$ cat src/inc/ssc_cfg.svh
// Constants of the spindle and servo control sequencer
`ifndef SSC_CFG_SVH
`define SSC_CFG_SVH
// ----------------------------------------
// Register byte offsets
// ----------------------------------------
`define SSC_CTRL_OFF 8'h00
`define SSC_VEL_OFF 8'h04
`define SSC_STAT_OFF 8'h08
`define SSC_PERIOD_OFF 8'h0c
`define SSC_XCNT_OFF 8'h10
`define SSC_IRQ_OFF 8'h14
`define SSC_MASK_OFF 8'h18
// ----------------------------------------
// Control fields and reset values
// ----------------------------------------
`define SSC_C_STOP 0
`define SSC_C_RESTART 1
`define SSC_C_SEEK 2
`define SSC_C_SLOPE 3
`define SSC_C_CURR 4
`define SSC_C_AMP 5
`define SSC_CTRL_RST 6'h00
`define SSC_VEL_RST 8'h00
// ----------------------------------------
// Interrupt bits
// ----------------------------------------
`define SSC_I_SPEED 0
`define SSC_I_FAULT 1
`define SSC_I_TZERO 2
// ----------------------------------------
// Frequencies and timing
// ----------------------------------------
`define SSC_OSC_HZ 125000000
`define SSC_CPU_HZ 9216000
`define SSC_MIXH_HZ 1152000
`define SSC_MIXL_HZ 576000
`define SSC_CHK_HZ 92100
`define SSC_REG_HZ 360
`define SSC_RPM 3600
`define SSC_TOL_PCT 1
`endif

$ cat src/inc/ssc_pkg.sv
// Types of the spindle and servo control sequencer
package ssc_pkg;
  typedef enum logic [2:0] {
    ST_SPINUP = 3'b001,
    ST_RUN = 3'b010,
    ST_HALT = 3'b100
  } ctl_state_e;

  typedef struct packed {
    logic [5:0] ctl;
    logic [7:0] vel;
    ctl_state_e st;
    logic [4:0][23:0] div;
    logic [4:0] ck;
    logic idx_s1, idx_s2, idx_p;
    logic [2:0] hall_s1, hall_s2;
    logic hall_p;
    logic pk_s1, pk_s2, pk_p;
    logic tz_s1, tz_s2, tz_p;
    logic [15:0] spd_cnt;
    logic [15:0] period;
    logic seen, nominal, pending;
    logic [3:0] pfd;
    logic [15:0] xcnt;
    logic [2:0] irq_st, irq_mask;
    logic [31:0] rdata;
  } ssc_state_s;
endpackage
$ cat src/design/spindle_servo_control_sequencer.sv
// Spindle start, regulation, braking and actuator servo control
// ----------------------------------------
// Contract
// - Controller, mixer and slow clocks count down from one oscillator.
// - Mixer-low and speed-checker references also count down from it.
// - After reset release, spindle_halt drops and regulation stays off.
// - Regulation turns on only once index interval is within one percent.
// - Regulator compares slow reference with Hall signal to hold speed.
// - Lookup commutator maps Hall code to one motor phase output.
// - spindle_halt drives brake relay and kills the three-phase drive.
// - lock_release rises only after spindle_nominal is true.
// - Checker times index interval on its reference, reports two flags.
// - Speed out of range while running shuts drive operation down.
// - velocity_mode_sel chooses seek or track-follow servo mode.
// - Seek mode presents an 8-bit velocity command.
// - slope_polarity_sel picks the negative-feedback slope.
// - current_polarity_sel picks amplifier current polarity for tachometer.
// - On-peak pulses during seek are counted as track crossings.
// - Amplifier delivers current only while power_amp_enable is high.
// - Detected track zero is reported and drives track_zero_out.
// ----------------------------------------
//
// Local design decisions: the APB interface to the registers and the placing of the registers.
`include "ssc_cfg.svh"

module spindle_servo_control_sequencer #(
  parameter int CNT_W = 16
) (
  // Clock and power-good reset
  input wire logic pclk,
  input wire logic presetn,
  // APB slave
  input wire logic psel,
  input wire logic penable,
  input wire logic pwrite,
  input wire logic [7:0] paddr,
  input wire logic [31:0] pwdata,
  output logic [31:0] prdata,
  output logic pready,
  output logic pslverr,
  // Reference clocks
  output logic ctrl_clk,
  output logic mix_hi_clk,
  output logic mix_lo_clk,
  output logic chk_ref_clk,
  output logic reg_ref_clk,
  // Spindle
  input wire logic index_pulse,
  input wire logic [2:0] hall,
  output logic spindle_halt,
  output logic brake_relay,
  output logic speed_regulation_enable,
  output logic [2:0] phase_drive,
  output logic lock_release,
  // Actuator servo
  input wire logic on_peak,
  input wire logic track_zero_det,
  output logic velocity_mode_sel,
  output logic [7:0] velocity_cmd,
  output logic slope_polarity_sel,
  output logic current_polarity_sel,
  output logic power_amp_enable,
  // Open-drain track zero line
  output logic track_zero_out,
  output logic track_zero_out_oe,
  // Interrupt
  output logic irq
);
  import ssc_pkg::*;

  // ----------------------------------------
  // Constants
  // ----------------------------------------
  localparam logic [4:0][23:0] HALF = {
    24'(`SSC_OSC_HZ / (2 * `SSC_REG_HZ)),
    24'(`SSC_OSC_HZ / (2 * `SSC_CHK_HZ)),
    24'(`SSC_OSC_HZ / (2 * `SSC_MIXL_HZ)),
    24'(`SSC_OSC_HZ / (2 * `SSC_MIXH_HZ)),
    24'(`SSC_OSC_HZ / (2 * `SSC_CPU_HZ))};
  localparam int NOM = `SSC_CHK_HZ * 60 / `SSC_RPM;
  localparam logic [CNT_W-1:0] LO =
    CNT_W'(NOM * (100 - `SSC_TOL_PCT) / 100);
  localparam logic [CNT_W-1:0] HI =
    CNT_W'(NOM * (100 + `SSC_TOL_PCT) / 100);

  ssc_state_s s, n;
  logic [4:0] tick;
  logic wr, rd, mapped;
  logic idx_rise, hall_rise, pk_rise, tz_rise;
  logic [2:0] comm;
  logic accel, fault, ev_speed;

  // ----------------------------------------
  // Commutation table
  // ----------------------------------------
  always_comb begin
    case (s.hall_s2)
      3'b001: comm = 3'b001;
      3'b011: comm = 3'b010;
      3'b010: comm = 3'b010;
      3'b110: comm = 3'b100;
      3'b100: comm = 3'b100;
      3'b101: comm = 3'b001;
      default: comm = 3'b000;
    endcase
  end

  // ----------------------------------------
  // Next state
  // ----------------------------------------
  always_comb begin
    n = s;
    wr = psel & penable & pwrite;
    rd = psel & penable & ~pwrite;
    mapped = (paddr == `SSC_CTRL_OFF) || (paddr == `SSC_VEL_OFF)
      || (paddr == `SSC_STAT_OFF) || (paddr == `SSC_PERIOD_OFF)
      || (paddr == `SSC_XCNT_OFF) || (paddr == `SSC_IRQ_OFF)
      || (paddr == `SSC_MASK_OFF);
    // Count-down dividers, one oscillator for all
    for (int i = 0; i < 5; i++) begin
      tick[i] = 1'b0;
      if (s.div[i] == 24'h000000) begin
        n.div[i] = HALF[i] - 24'h000001;
        n.ck[i] = ~s.ck[i];
        tick[i] = ~s.ck[i];
      end else begin
        n.div[i] = s.div[i] - 24'h000001;
      end
    end
    // Synchronisers; edges only from second stage onward
    n.idx_s1 = index_pulse;
    n.idx_s2 = s.idx_s1;
    n.idx_p = s.idx_s2;
    n.hall_s1 = hall;
    n.hall_s2 = s.hall_s1;
    n.hall_p = s.hall_s2[0];
    n.pk_s1 = on_peak;
    n.pk_s2 = s.pk_s1;
    n.pk_p = s.pk_s2;
    n.tz_s1 = track_zero_det;
    n.tz_s2 = s.tz_s1;
    n.tz_p = s.tz_s2;
    idx_rise = s.idx_s2 & ~s.idx_p;
    hall_rise = s.hall_s2[0] & ~s.hall_p;
    pk_rise = s.pk_s2 & ~s.pk_p;
    tz_rise = s.tz_s2 & ~s.tz_p;
    // Index interval timing; saturates, never wraps
    if (tick[3] && s.spd_cnt != {CNT_W{1'b1}}) begin
      n.spd_cnt = s.spd_cnt + 16'h0001;
    end
    if (s.spd_cnt > HI) begin
      n.nominal = 1'b0;
    end
    if (idx_rise) begin
      n.spd_cnt = 16'h0000;
      n.seen = 1'b1;
      if (s.seen) begin
        n.period = s.spd_cnt;
        n.pending = 1'b0;
        n.nominal = (s.spd_cnt >= LO) && (s.spd_cnt <= HI);
      end
    end
    // Phase-frequency compare, saturating up/down
    if (tick[4] && !hall_rise && s.pfd != 4'h7) begin
      n.pfd = s.pfd + 4'h1;
    end else if (hall_rise && !tick[4] && s.pfd != 4'h8) begin
      n.pfd = s.pfd - 4'h1;
    end
    accel = ~s.pfd[3] && (s.pfd != 4'h0);
    // Track crossings, cleared while following
    if (!s.ctl[`SSC_C_SEEK]) begin
      n.xcnt = 16'h0000;
    end else if (pk_rise) begin
      n.xcnt = s.xcnt + 16'h0001;
    end
    // Sequencer
    fault = 1'b0;
    ev_speed = 1'b0;
    n.ctl[`SSC_C_RESTART] = 1'b0;
    case (s.st)
      ST_SPINUP: begin
        if (s.ctl[`SSC_C_STOP]) begin
          n.st = ST_HALT;
        end else if (s.nominal) begin
          n.st = ST_RUN;
          ev_speed = 1'b1;
        end
      end
      ST_RUN: begin
        if (!s.nominal && !s.pending) begin
          n.st = ST_HALT;
          fault = 1'b1;
        end else if (s.ctl[`SSC_C_STOP]) begin
          n.st = ST_HALT;
        end
      end
      ST_HALT: begin
        if (s.ctl[`SSC_C_RESTART] && !s.ctl[`SSC_C_STOP]) begin
          n.st = ST_SPINUP;
        end
      end
      default: n.st = ST_HALT;
    endcase
    // Any fresh start needs two new index pulses
    if (s.st == ST_HALT) begin
      n.seen = 1'b0;
      n.pending = 1'b1;
      n.nominal = 1'b0;
    end
    // Register writes
    if (wr) begin
      if (paddr == `SSC_CTRL_OFF) begin
        n.ctl = pwdata[5:0];
      end else if (paddr == `SSC_VEL_OFF) begin
        n.vel = pwdata[7:0];
      end else if (paddr == `SSC_MASK_OFF) begin
        n.irq_mask = pwdata[2:0];
      end
    end
    // Read clears status; a same-cycle event survives
    if (rd && paddr == `SSC_IRQ_OFF) begin
      n.irq_st = 3'b000;
    end
    n.irq_st[`SSC_I_SPEED] = n.irq_st[`SSC_I_SPEED] | ev_speed;
    n.irq_st[`SSC_I_FAULT] = n.irq_st[`SSC_I_FAULT] | fault;
    n.irq_st[`SSC_I_TZERO] = n.irq_st[`SSC_I_TZERO] | tz_rise;
    // Read data captured in setup phase
    if (psel && !penable) begin
      n.rdata = 32'h00000000;
      if (paddr == `SSC_CTRL_OFF) begin
        n.rdata[5:0] = s.ctl;
      end else if (paddr == `SSC_VEL_OFF) begin
        n.rdata[7:0] = s.vel;
      end else if (paddr == `SSC_STAT_OFF) begin
        n.rdata[10:0] = {s.st, 2'b00, spindle_halt, s.tz_s2,
          lock_release, speed_regulation_enable, s.pending,
          s.nominal};
      end else if (paddr == `SSC_PERIOD_OFF) begin
        n.rdata[15:0] = s.period;
      end else if (paddr == `SSC_XCNT_OFF) begin
        n.rdata[15:0] = s.xcnt;
      end else if (paddr == `SSC_IRQ_OFF) begin
        n.rdata[2:0] = s.irq_st;
      end else if (paddr == `SSC_MASK_OFF) begin
        n.rdata[2:0] = s.irq_mask;
      end
    end
  end

  // ----------------------------------------
  // State register
  // ----------------------------------------
  always_ff @(posedge pclk or negedge presetn) begin
    if (!presetn) begin
      s <= '0;
      s.st <= ST_SPINUP;
      s.ctl <= `SSC_CTRL_RST;
      s.vel <= `SSC_VEL_RST;
      s.pending <= 1'b1;
    end else begin
      s <= n;
    end
  end

  // ----------------------------------------
  // Outputs
  // ----------------------------------------
  assign pready = 1'b1;
  assign pslverr = psel & penable & ~mapped;
  assign prdata = s.rdata;
  assign {reg_ref_clk, chk_ref_clk, mix_lo_clk, mix_hi_clk,
    ctrl_clk} = s.ck;
  assign spindle_halt = (s.st == ST_HALT);
  assign brake_relay = spindle_halt;
  assign speed_regulation_enable = (s.st == ST_RUN);
  // Unregulated full drive during spin-up; pulsed once regulating
  assign phase_drive = spindle_halt ? 3'b000 :
    (!speed_regulation_enable || accel) ? comm : 3'b000;
  assign lock_release = (s.st == ST_RUN);
  assign velocity_mode_sel = s.ctl[`SSC_C_SEEK];
  assign velocity_cmd = velocity_mode_sel ? s.vel : 8'h00;
  assign slope_polarity_sel = s.ctl[`SSC_C_SLOPE];
  assign current_polarity_sel = s.ctl[`SSC_C_CURR];
  // Coil stays dead while the arm is still locked
  assign power_amp_enable = s.ctl[`SSC_C_AMP] & lock_release;
  assign track_zero_out = 1'b0;
  assign track_zero_out_oe = s.tz_s2;
  assign irq = |(s.irq_st & s.irq_mask);

  // ----------------------------------------
  // Checks: spindle
  // ----------------------------------------
  a_spinup_no_reg: assert property (
    @(posedge pclk) disable iff (!presetn)
    s.st == ST_SPINUP |-> !spindle_halt && !speed_regulation_enable)
    else $error("spin-up shows halt or regulation");
  a_spinup_drive: assert property (
    @(posedge pclk) disable iff (!presetn)
    s.st == ST_SPINUP |-> phase_drive == comm)
    else $error("spin-up drive not unregulated");
  a_reg_after_nom: assert property (
    @(posedge pclk) disable iff (!presetn)
    $rose(speed_regulation_enable) |-> $past(s.nominal))
    else $error("regulation enabled off speed");
  a_nom_window: assert property (
    @(posedge pclk) disable iff (!presetn)
    $rose(s.nominal)
      |-> $past(s.spd_cnt) >= LO && $past(s.spd_cnt) <= HI)
    else $error("nominal outside window");
  a_reg_pulse: assert property (
    @(posedge pclk) disable iff (!presetn)
    speed_regulation_enable && !accel |-> phase_drive == 3'b000)
    else $error("drive while reference lags");
  a_comm_onehot: assert property (
    @(posedge pclk) disable iff (!presetn)
    phase_drive != 3'b000 |-> $onehot(phase_drive) && !spindle_halt)
    else $error("bad phase drive");
  a_halt_kills: assert property (
    @(posedge pclk) disable iff (!presetn)
    spindle_halt |-> brake_relay && phase_drive == 3'b000)
    else $error("halt without brake");
  a_lock_nominal: assert property (
    @(posedge pclk) disable iff (!presetn)
    $rose(lock_release) |-> $past(s.nominal) && $past(s.st) == ST_SPINUP)
    else $error("lock released early");
  a_pending_clear: assert property (
    @(posedge pclk) disable iff (!presetn)
    idx_rise && s.seen && s.st != ST_HALT |=> !s.pending)
    else $error("pending not cleared");
  a_halt_rearm: assert property (
    @(posedge pclk) disable iff (!presetn)
    s.st == ST_HALT |=> s.pending && !s.nominal && !s.seen)
    else $error("halt keeps old speed");
  a_speed_fault: assert property (
    @(posedge pclk) disable iff (!presetn)
    s.st == ST_RUN && !s.nominal && !s.pending
      |=> spindle_halt && !power_amp_enable && s.irq_st[`SSC_I_FAULT])
    else $error("speed fault not handled");
  // Saturation keeps a stalled spindle from looking nominal
  a_cnt_no_wrap: assert property (
    @(posedge pclk) disable iff (!presetn)
    s.spd_cnt == 16'hffff && !idx_rise |=> s.spd_cnt == 16'hffff)
    else $error("interval counter wrapped");

  // ----------------------------------------
  // Checks: references, servo and interrupt
  // ----------------------------------------
  a_ck_toggle: assert property (
    @(posedge pclk) disable iff (!presetn)
    s.div[0] == 24'h000000 |=> ctrl_clk != $past(ctrl_clk))
    else $error("controller clock missed a toggle");
  a_ck_hold: assert property (
    @(posedge pclk) disable iff (!presetn)
    s.div[3] != 24'h000000 |=> $stable(chk_ref_clk))
    else $error("checker reference toggled early");
  a_vel_seek: assert property (
    @(posedge pclk) disable iff (!presetn)
    !velocity_mode_sel |-> velocity_cmd == 8'h00)
    else $error("velocity command in follow mode");
  a_xing_count: assert property (
    @(posedge pclk) disable iff (!presetn)
    velocity_mode_sel && s.pk_s2 && !s.pk_p
      |=> s.xcnt == 16'($past(s.xcnt) + 16'h0001))
    else $error("crossing not counted");
  a_amp_gate: assert property (
    @(posedge pclk) disable iff (!presetn)
    power_amp_enable |-> s.st == ST_RUN && s.ctl[`SSC_C_AMP])
    else $error("amplifier on out of run");
  a_tz_drive: assert property (
    @(posedge pclk) disable iff (!presetn)
    $rose(s.tz_s2) |-> track_zero_out_oe ##1 s.irq_st[`SSC_I_TZERO])
    else $error("track zero not reported");
  a_tz_release: assert property (
    @(posedge pclk) disable iff (!presetn)
    !s.tz_s2 |-> !track_zero_out_oe)
    else $error("track zero line held");
endmodule // spindle_servo_control_sequencer

$ cat config.mk
export PLATFORM = sky130hd
export DESIGN_NAME = spindle_servo_control_sequencer
export DESIGN_NICKNAME = d
export VERILOG_FILES = /design/src/inc/ssc_pkg.sv /design/src/design/spindle_servo_control_sequencer.sv
export VERILOG_INCLUDE_DIRS = /design/src /design/src/inc
export SDC_FILE = /design/constraint.sdc
export NUM_CORES = 1
export LEC_CHECK = 0
export ABC_AREA = 1
export BUFFER_PORTS_ARGS = -buffer_cell sky130_fd_sc_hd__buf_4
export CAP_MARGIN = 10
export CORE_UTILIZATION = 45
export CTS_BUF_LIST = sky130_fd_sc_hd__clkbuf_16
export CTS_CLUSTER_SIZE = 25
export DETAILED_ROUTE_END_ITERATION = 12
export GPL_ROUTABILITY_DRIVEN = 1
export PLACE_DENSITY = 0.6
export SLEW_MARGIN = 20
export SYNTH_ARGS = -nofsm -noshare
export SYNTH_HDL_FRONTEND = slang
export SYNTH_SLANG_ARGS = --single-unit
$ cat constraint.sdc
create_clock -name pclk -period 2.7 [get_ports pclk]
set_input_delay 0.54 -clock pclk [delete_from_list [all_inputs] [get_ports pclk]]
set_output_delay 0.54 -clock pclk [all_outputs]
set_load 0.05 [all_outputs]
==> results.py <==
metrics = {
    "final_layout": {
        "syn_to_final_growth_pct": 13.9,
        "drive_gt1_share_pct": 13.4,
        "num_antenna_cells": 0,
        "final_nets": 1681,
        "fillers": 2575,
        "seq_area_mm2": 0.00588,
        "multi_input_area_mm2": 0.00558,
    },
    "timing": {
        "fin_setup_tns_ps": 0,
        "rsz0062_at_grt": "false",
        "period_needed_ps": 2540,
        "setup_viol": 0,
        "final_max_slew_viol_count": 0,
        "max-slew-margin-rel_pct": 50.4,
        "finalHoldViolCount": 0,
        "fmax_ghz": 0.394,
        "period_share_pct": 94.1,
        "skew_ps": 12.5,
        "worst_slew_pin_slew_ps": 744,
    },
    "logic_synthesis": {
        "synthFlopType": "dfrtp_1",
        "synth_edf_count": 0,
        "ys_seq_elements": 235,
        "syn-instance-count": 1550,
        "yosys_warnings": 0,
        "seq_area_frac_synth_pct": 47.0,
        "synth_area_mm2": 0.0125,
        "yosysUniqueCellTypes": 53,
        "ys_async_sr_fraction_pct": 100,
        "synth.avg_cell_area_um2": 8.07,
    },
    "placed_design": {
        "place.gp.congestion": 0.872,
        "io_buffer_count": 69,
        "dp_hpwl_um": 18700,
    },
    "die": {
        "die_h_um": 169,
        "row_count": 60,
        "die_w_um": 169,
        "core_mm2": 0.0271,
        "io_pins": 112,
        "dieArea_mm2": 0.0285,
        "start_util_pct": 46.2,
    },
    "clock_tree": {
        "clock-sinks": 235,
        "cts_made_buffers": 27,
        "clk_pin_slew_ps": 60,
        "clk_latency_ps": 530,
        "cts_tree": "built",
        "cts.path.max_buffers": 3,
        "ctsResizeCount": 0,
        "cts.htree.levels": 1,
        "clockRootBuffer": "clkbuf_16",
    },
    "power": {
        "cellLeakagePower_nw": 7.16,
        "power_frac_comb_pct": 6.3,
        "total_power_w": 0.00819,
        "clock_power_share_pct": 49.0,
        "irDropWorstVdd_v": 0.000402,
        "switching_share_pct": 22.8,
        "power.density_mw_per_mm2": 574,
        "power.switching_w": 0.00186,
        "intPower_w": 0.00632,
        "p_seq_share_pct": 44.7,
    },
    "drt": {
        "drc_errors": 0,
        "drt-pass1-iter-count": 7,
        "drt-total-wl_um": 26000,
        "drtIter0Drc": 551,
        "ant_nets": 0,
        "avgRoutedWirePerCell_um": 13.0,
        "routed_via_density": 4.78,
        "num_vias": 9597,
    },
    "global_routing": {
        "grt_pass1_wl_um": 44900,
        "grt_pass1_vias": 9353,
        "grt-ovfl-total": 0,
        "track_usage_pct": 18.9,
        "grt_max_degree": 72,
        "antenna_found_initial": 0,
    },
    "setup_path": {
        "startpoint_type": "flop",
        "cp.required_ps": 2160,
        "reg2reg_slack_ps": 280,
        "end_kind": "primary output",
        "critical_path_arrival_ps": 2000,
        "critical_path.max_fanout": 6,
        "critPathKind": "flop to primary output",
    },
    "job": {
        "maxCapViolCount": 0,
    },
    "worst_hold_path": {
        "hp-class": "input port to flop",
    },
    "outcome": {
        "outcome": "finished clean",
    },
}
==> cells in the final DEF (no fill, tap or decap), types with 12 or more instances in the layout <==
| cell | instances |
|---|---|
| nor3_1 | 41 |
| nand4_1 | 17 |
| inv_1 | 185 |
| conb_1 | 18 |
| o21ai_2 | 14 |
| a21oi_1 | 30 |
| nor2_2 | 17 |
| xor2_1 | 76 |
| clkbuf_16 | 27 |
| buf_4 | 76 |
| or2_2 | 13 |
| nor2_4 | 12 |
| dfrtp_1 | 233 |
| nand2_1 | 345 |
| o21ai_0 | 60 |
| xnor2_1 | 25 |
| nand3_1 | 75 |
| nor2_1 | 254 |
==> cells by family (layout without fill, tap and decap cells) <==
family                     count (synthesis)  in the layout  share of synthesized area [%]
buffers and inverters                    244            315                           8.90
AOI/OAI and AO/OA                        132            132                           6.09
and+or+nand+nor                          823            823                           29.5
DFF                                      235            235                           47.0
other                                      2             18                         0.0600
xor gates and xnor gates                 101            101                           7.07
adders and majority gates                 12             12                           1.26
muxes                                      1              1                         0.0800
==> sequential cells by signal, indices dropped and copies added, names as in the netlist <==
register / count
s: 201
prdata: 16
n: 9
chk_ref_clk: 1
ctrl_clk: 1
current_polarity_sel: 1
mix_hi_clk: 1
mix_lo_clk: 1
reg_ref_clk: 1
slope_polarity_sel: 1
track_zero_out_oe: 1
velocity_mode_sel: 1
==> synth_stat cells, drive strengths merged, types with 4 or more instances <==
cell | count | share of area [%]
nor3 | 48 | 2.3
o21ai | 84 | 3.8
nand3b | 5 | 0.39
nor3b | 5 | 0.43
inv | 186 | 5.6
or2 | 16 | 0.80
nor4 | 6 | 0.30
a21oi | 30 | 1.2
nand4 | 18 | 0.95
nand2 | 357 | 11
xnor2 | 25 | 1.7
ha | 11 | 1.1
o31ai | 4 | 0.24
dfrtp | 233 | 47
nor2 | 283 | 9.5
xor2 | 76 | 5.3
clkbuf | 8 | 0.24
buf | 50 | 3.1
nand3 | 84 | 3.8
==> repair_timing <==
item / CTS / global route
hold endpoints to repair: 24 / 0
setup endpoints to repair: 0 / 0
buffers inserted: 0 / 0
hold buffers: 1 / 0
==> stage by stage <==
stage / utilization (%) / hold WS (ps) / cells / setup WS, ps / area (µm²)
floorplan: - / 244 / 1566 / -68.2 / 12600
global placement: 49.0 / 333 / 1960 / 299 / 13300
detailed placement: 49.0 / 336 / 1960 / 281 / 13300
CTS: 52.6 / 91.3 / 2009 / 32.6 / 14300
global route: 52.6 / 93.7 / 2009 / 33.2 / 14300
finish: 52.6 / 116 / 2009 / 159 / 14300
==> final cells by class <==
class	count	area share, %
clock buffers	27	4.74
repair buffers	81	4.60
flip-flops and latches	235	41.3
well taps	372	3.26
multi-input cells	1087	39.1
inverters	186	4.90
clock inverters	21	2.11
==> critical path: stages, from the launching register on <==
cell and delay [ps]:
dfrtp_1 410, nor3_2 420, inv_1 270, nand3_1 130, nor2_1 50, buf_4 190
==> path summary, 6_finish.rpt <==
kind,to,start,cells after the start
worst max-delay path,phase_drive[1],s[235],5
worst min-delay path,n[94],track_zero_det,1
worst max register to register,s[57],s[210],15
worst min register to register,s[101],n[101],0
max in group asynchronous,s[234],presetn,3
min in group asynchronous,s[228],presetn,2
==> power by group through the flow <==
stage | logic (W) | clock network, W | registers, W
after floorplan | 0.000362 | 0 | 0.00371
after global placement | 0.000509 | 0 | 0.00372
after detailed placement | 0.000520 | 0 | 0.00372
after CTS | 0.000522 | 0.00413 | 0.00366
after global routing | 0.000587 | 0.00425 | 0.00367
final | 0.000513 | 0.00401 | 0.00366
==> routing by layer <==
layer	vias up	track usage, %	wire, µm
met3	39	2.48	1090
met1	4429	26.8	12700
met4	0	4.82	567
li1	4946	-	-
met5	-	0	0
met2	183	30.8	11700
Note: power is estimated with default switching activity, not from simulation.
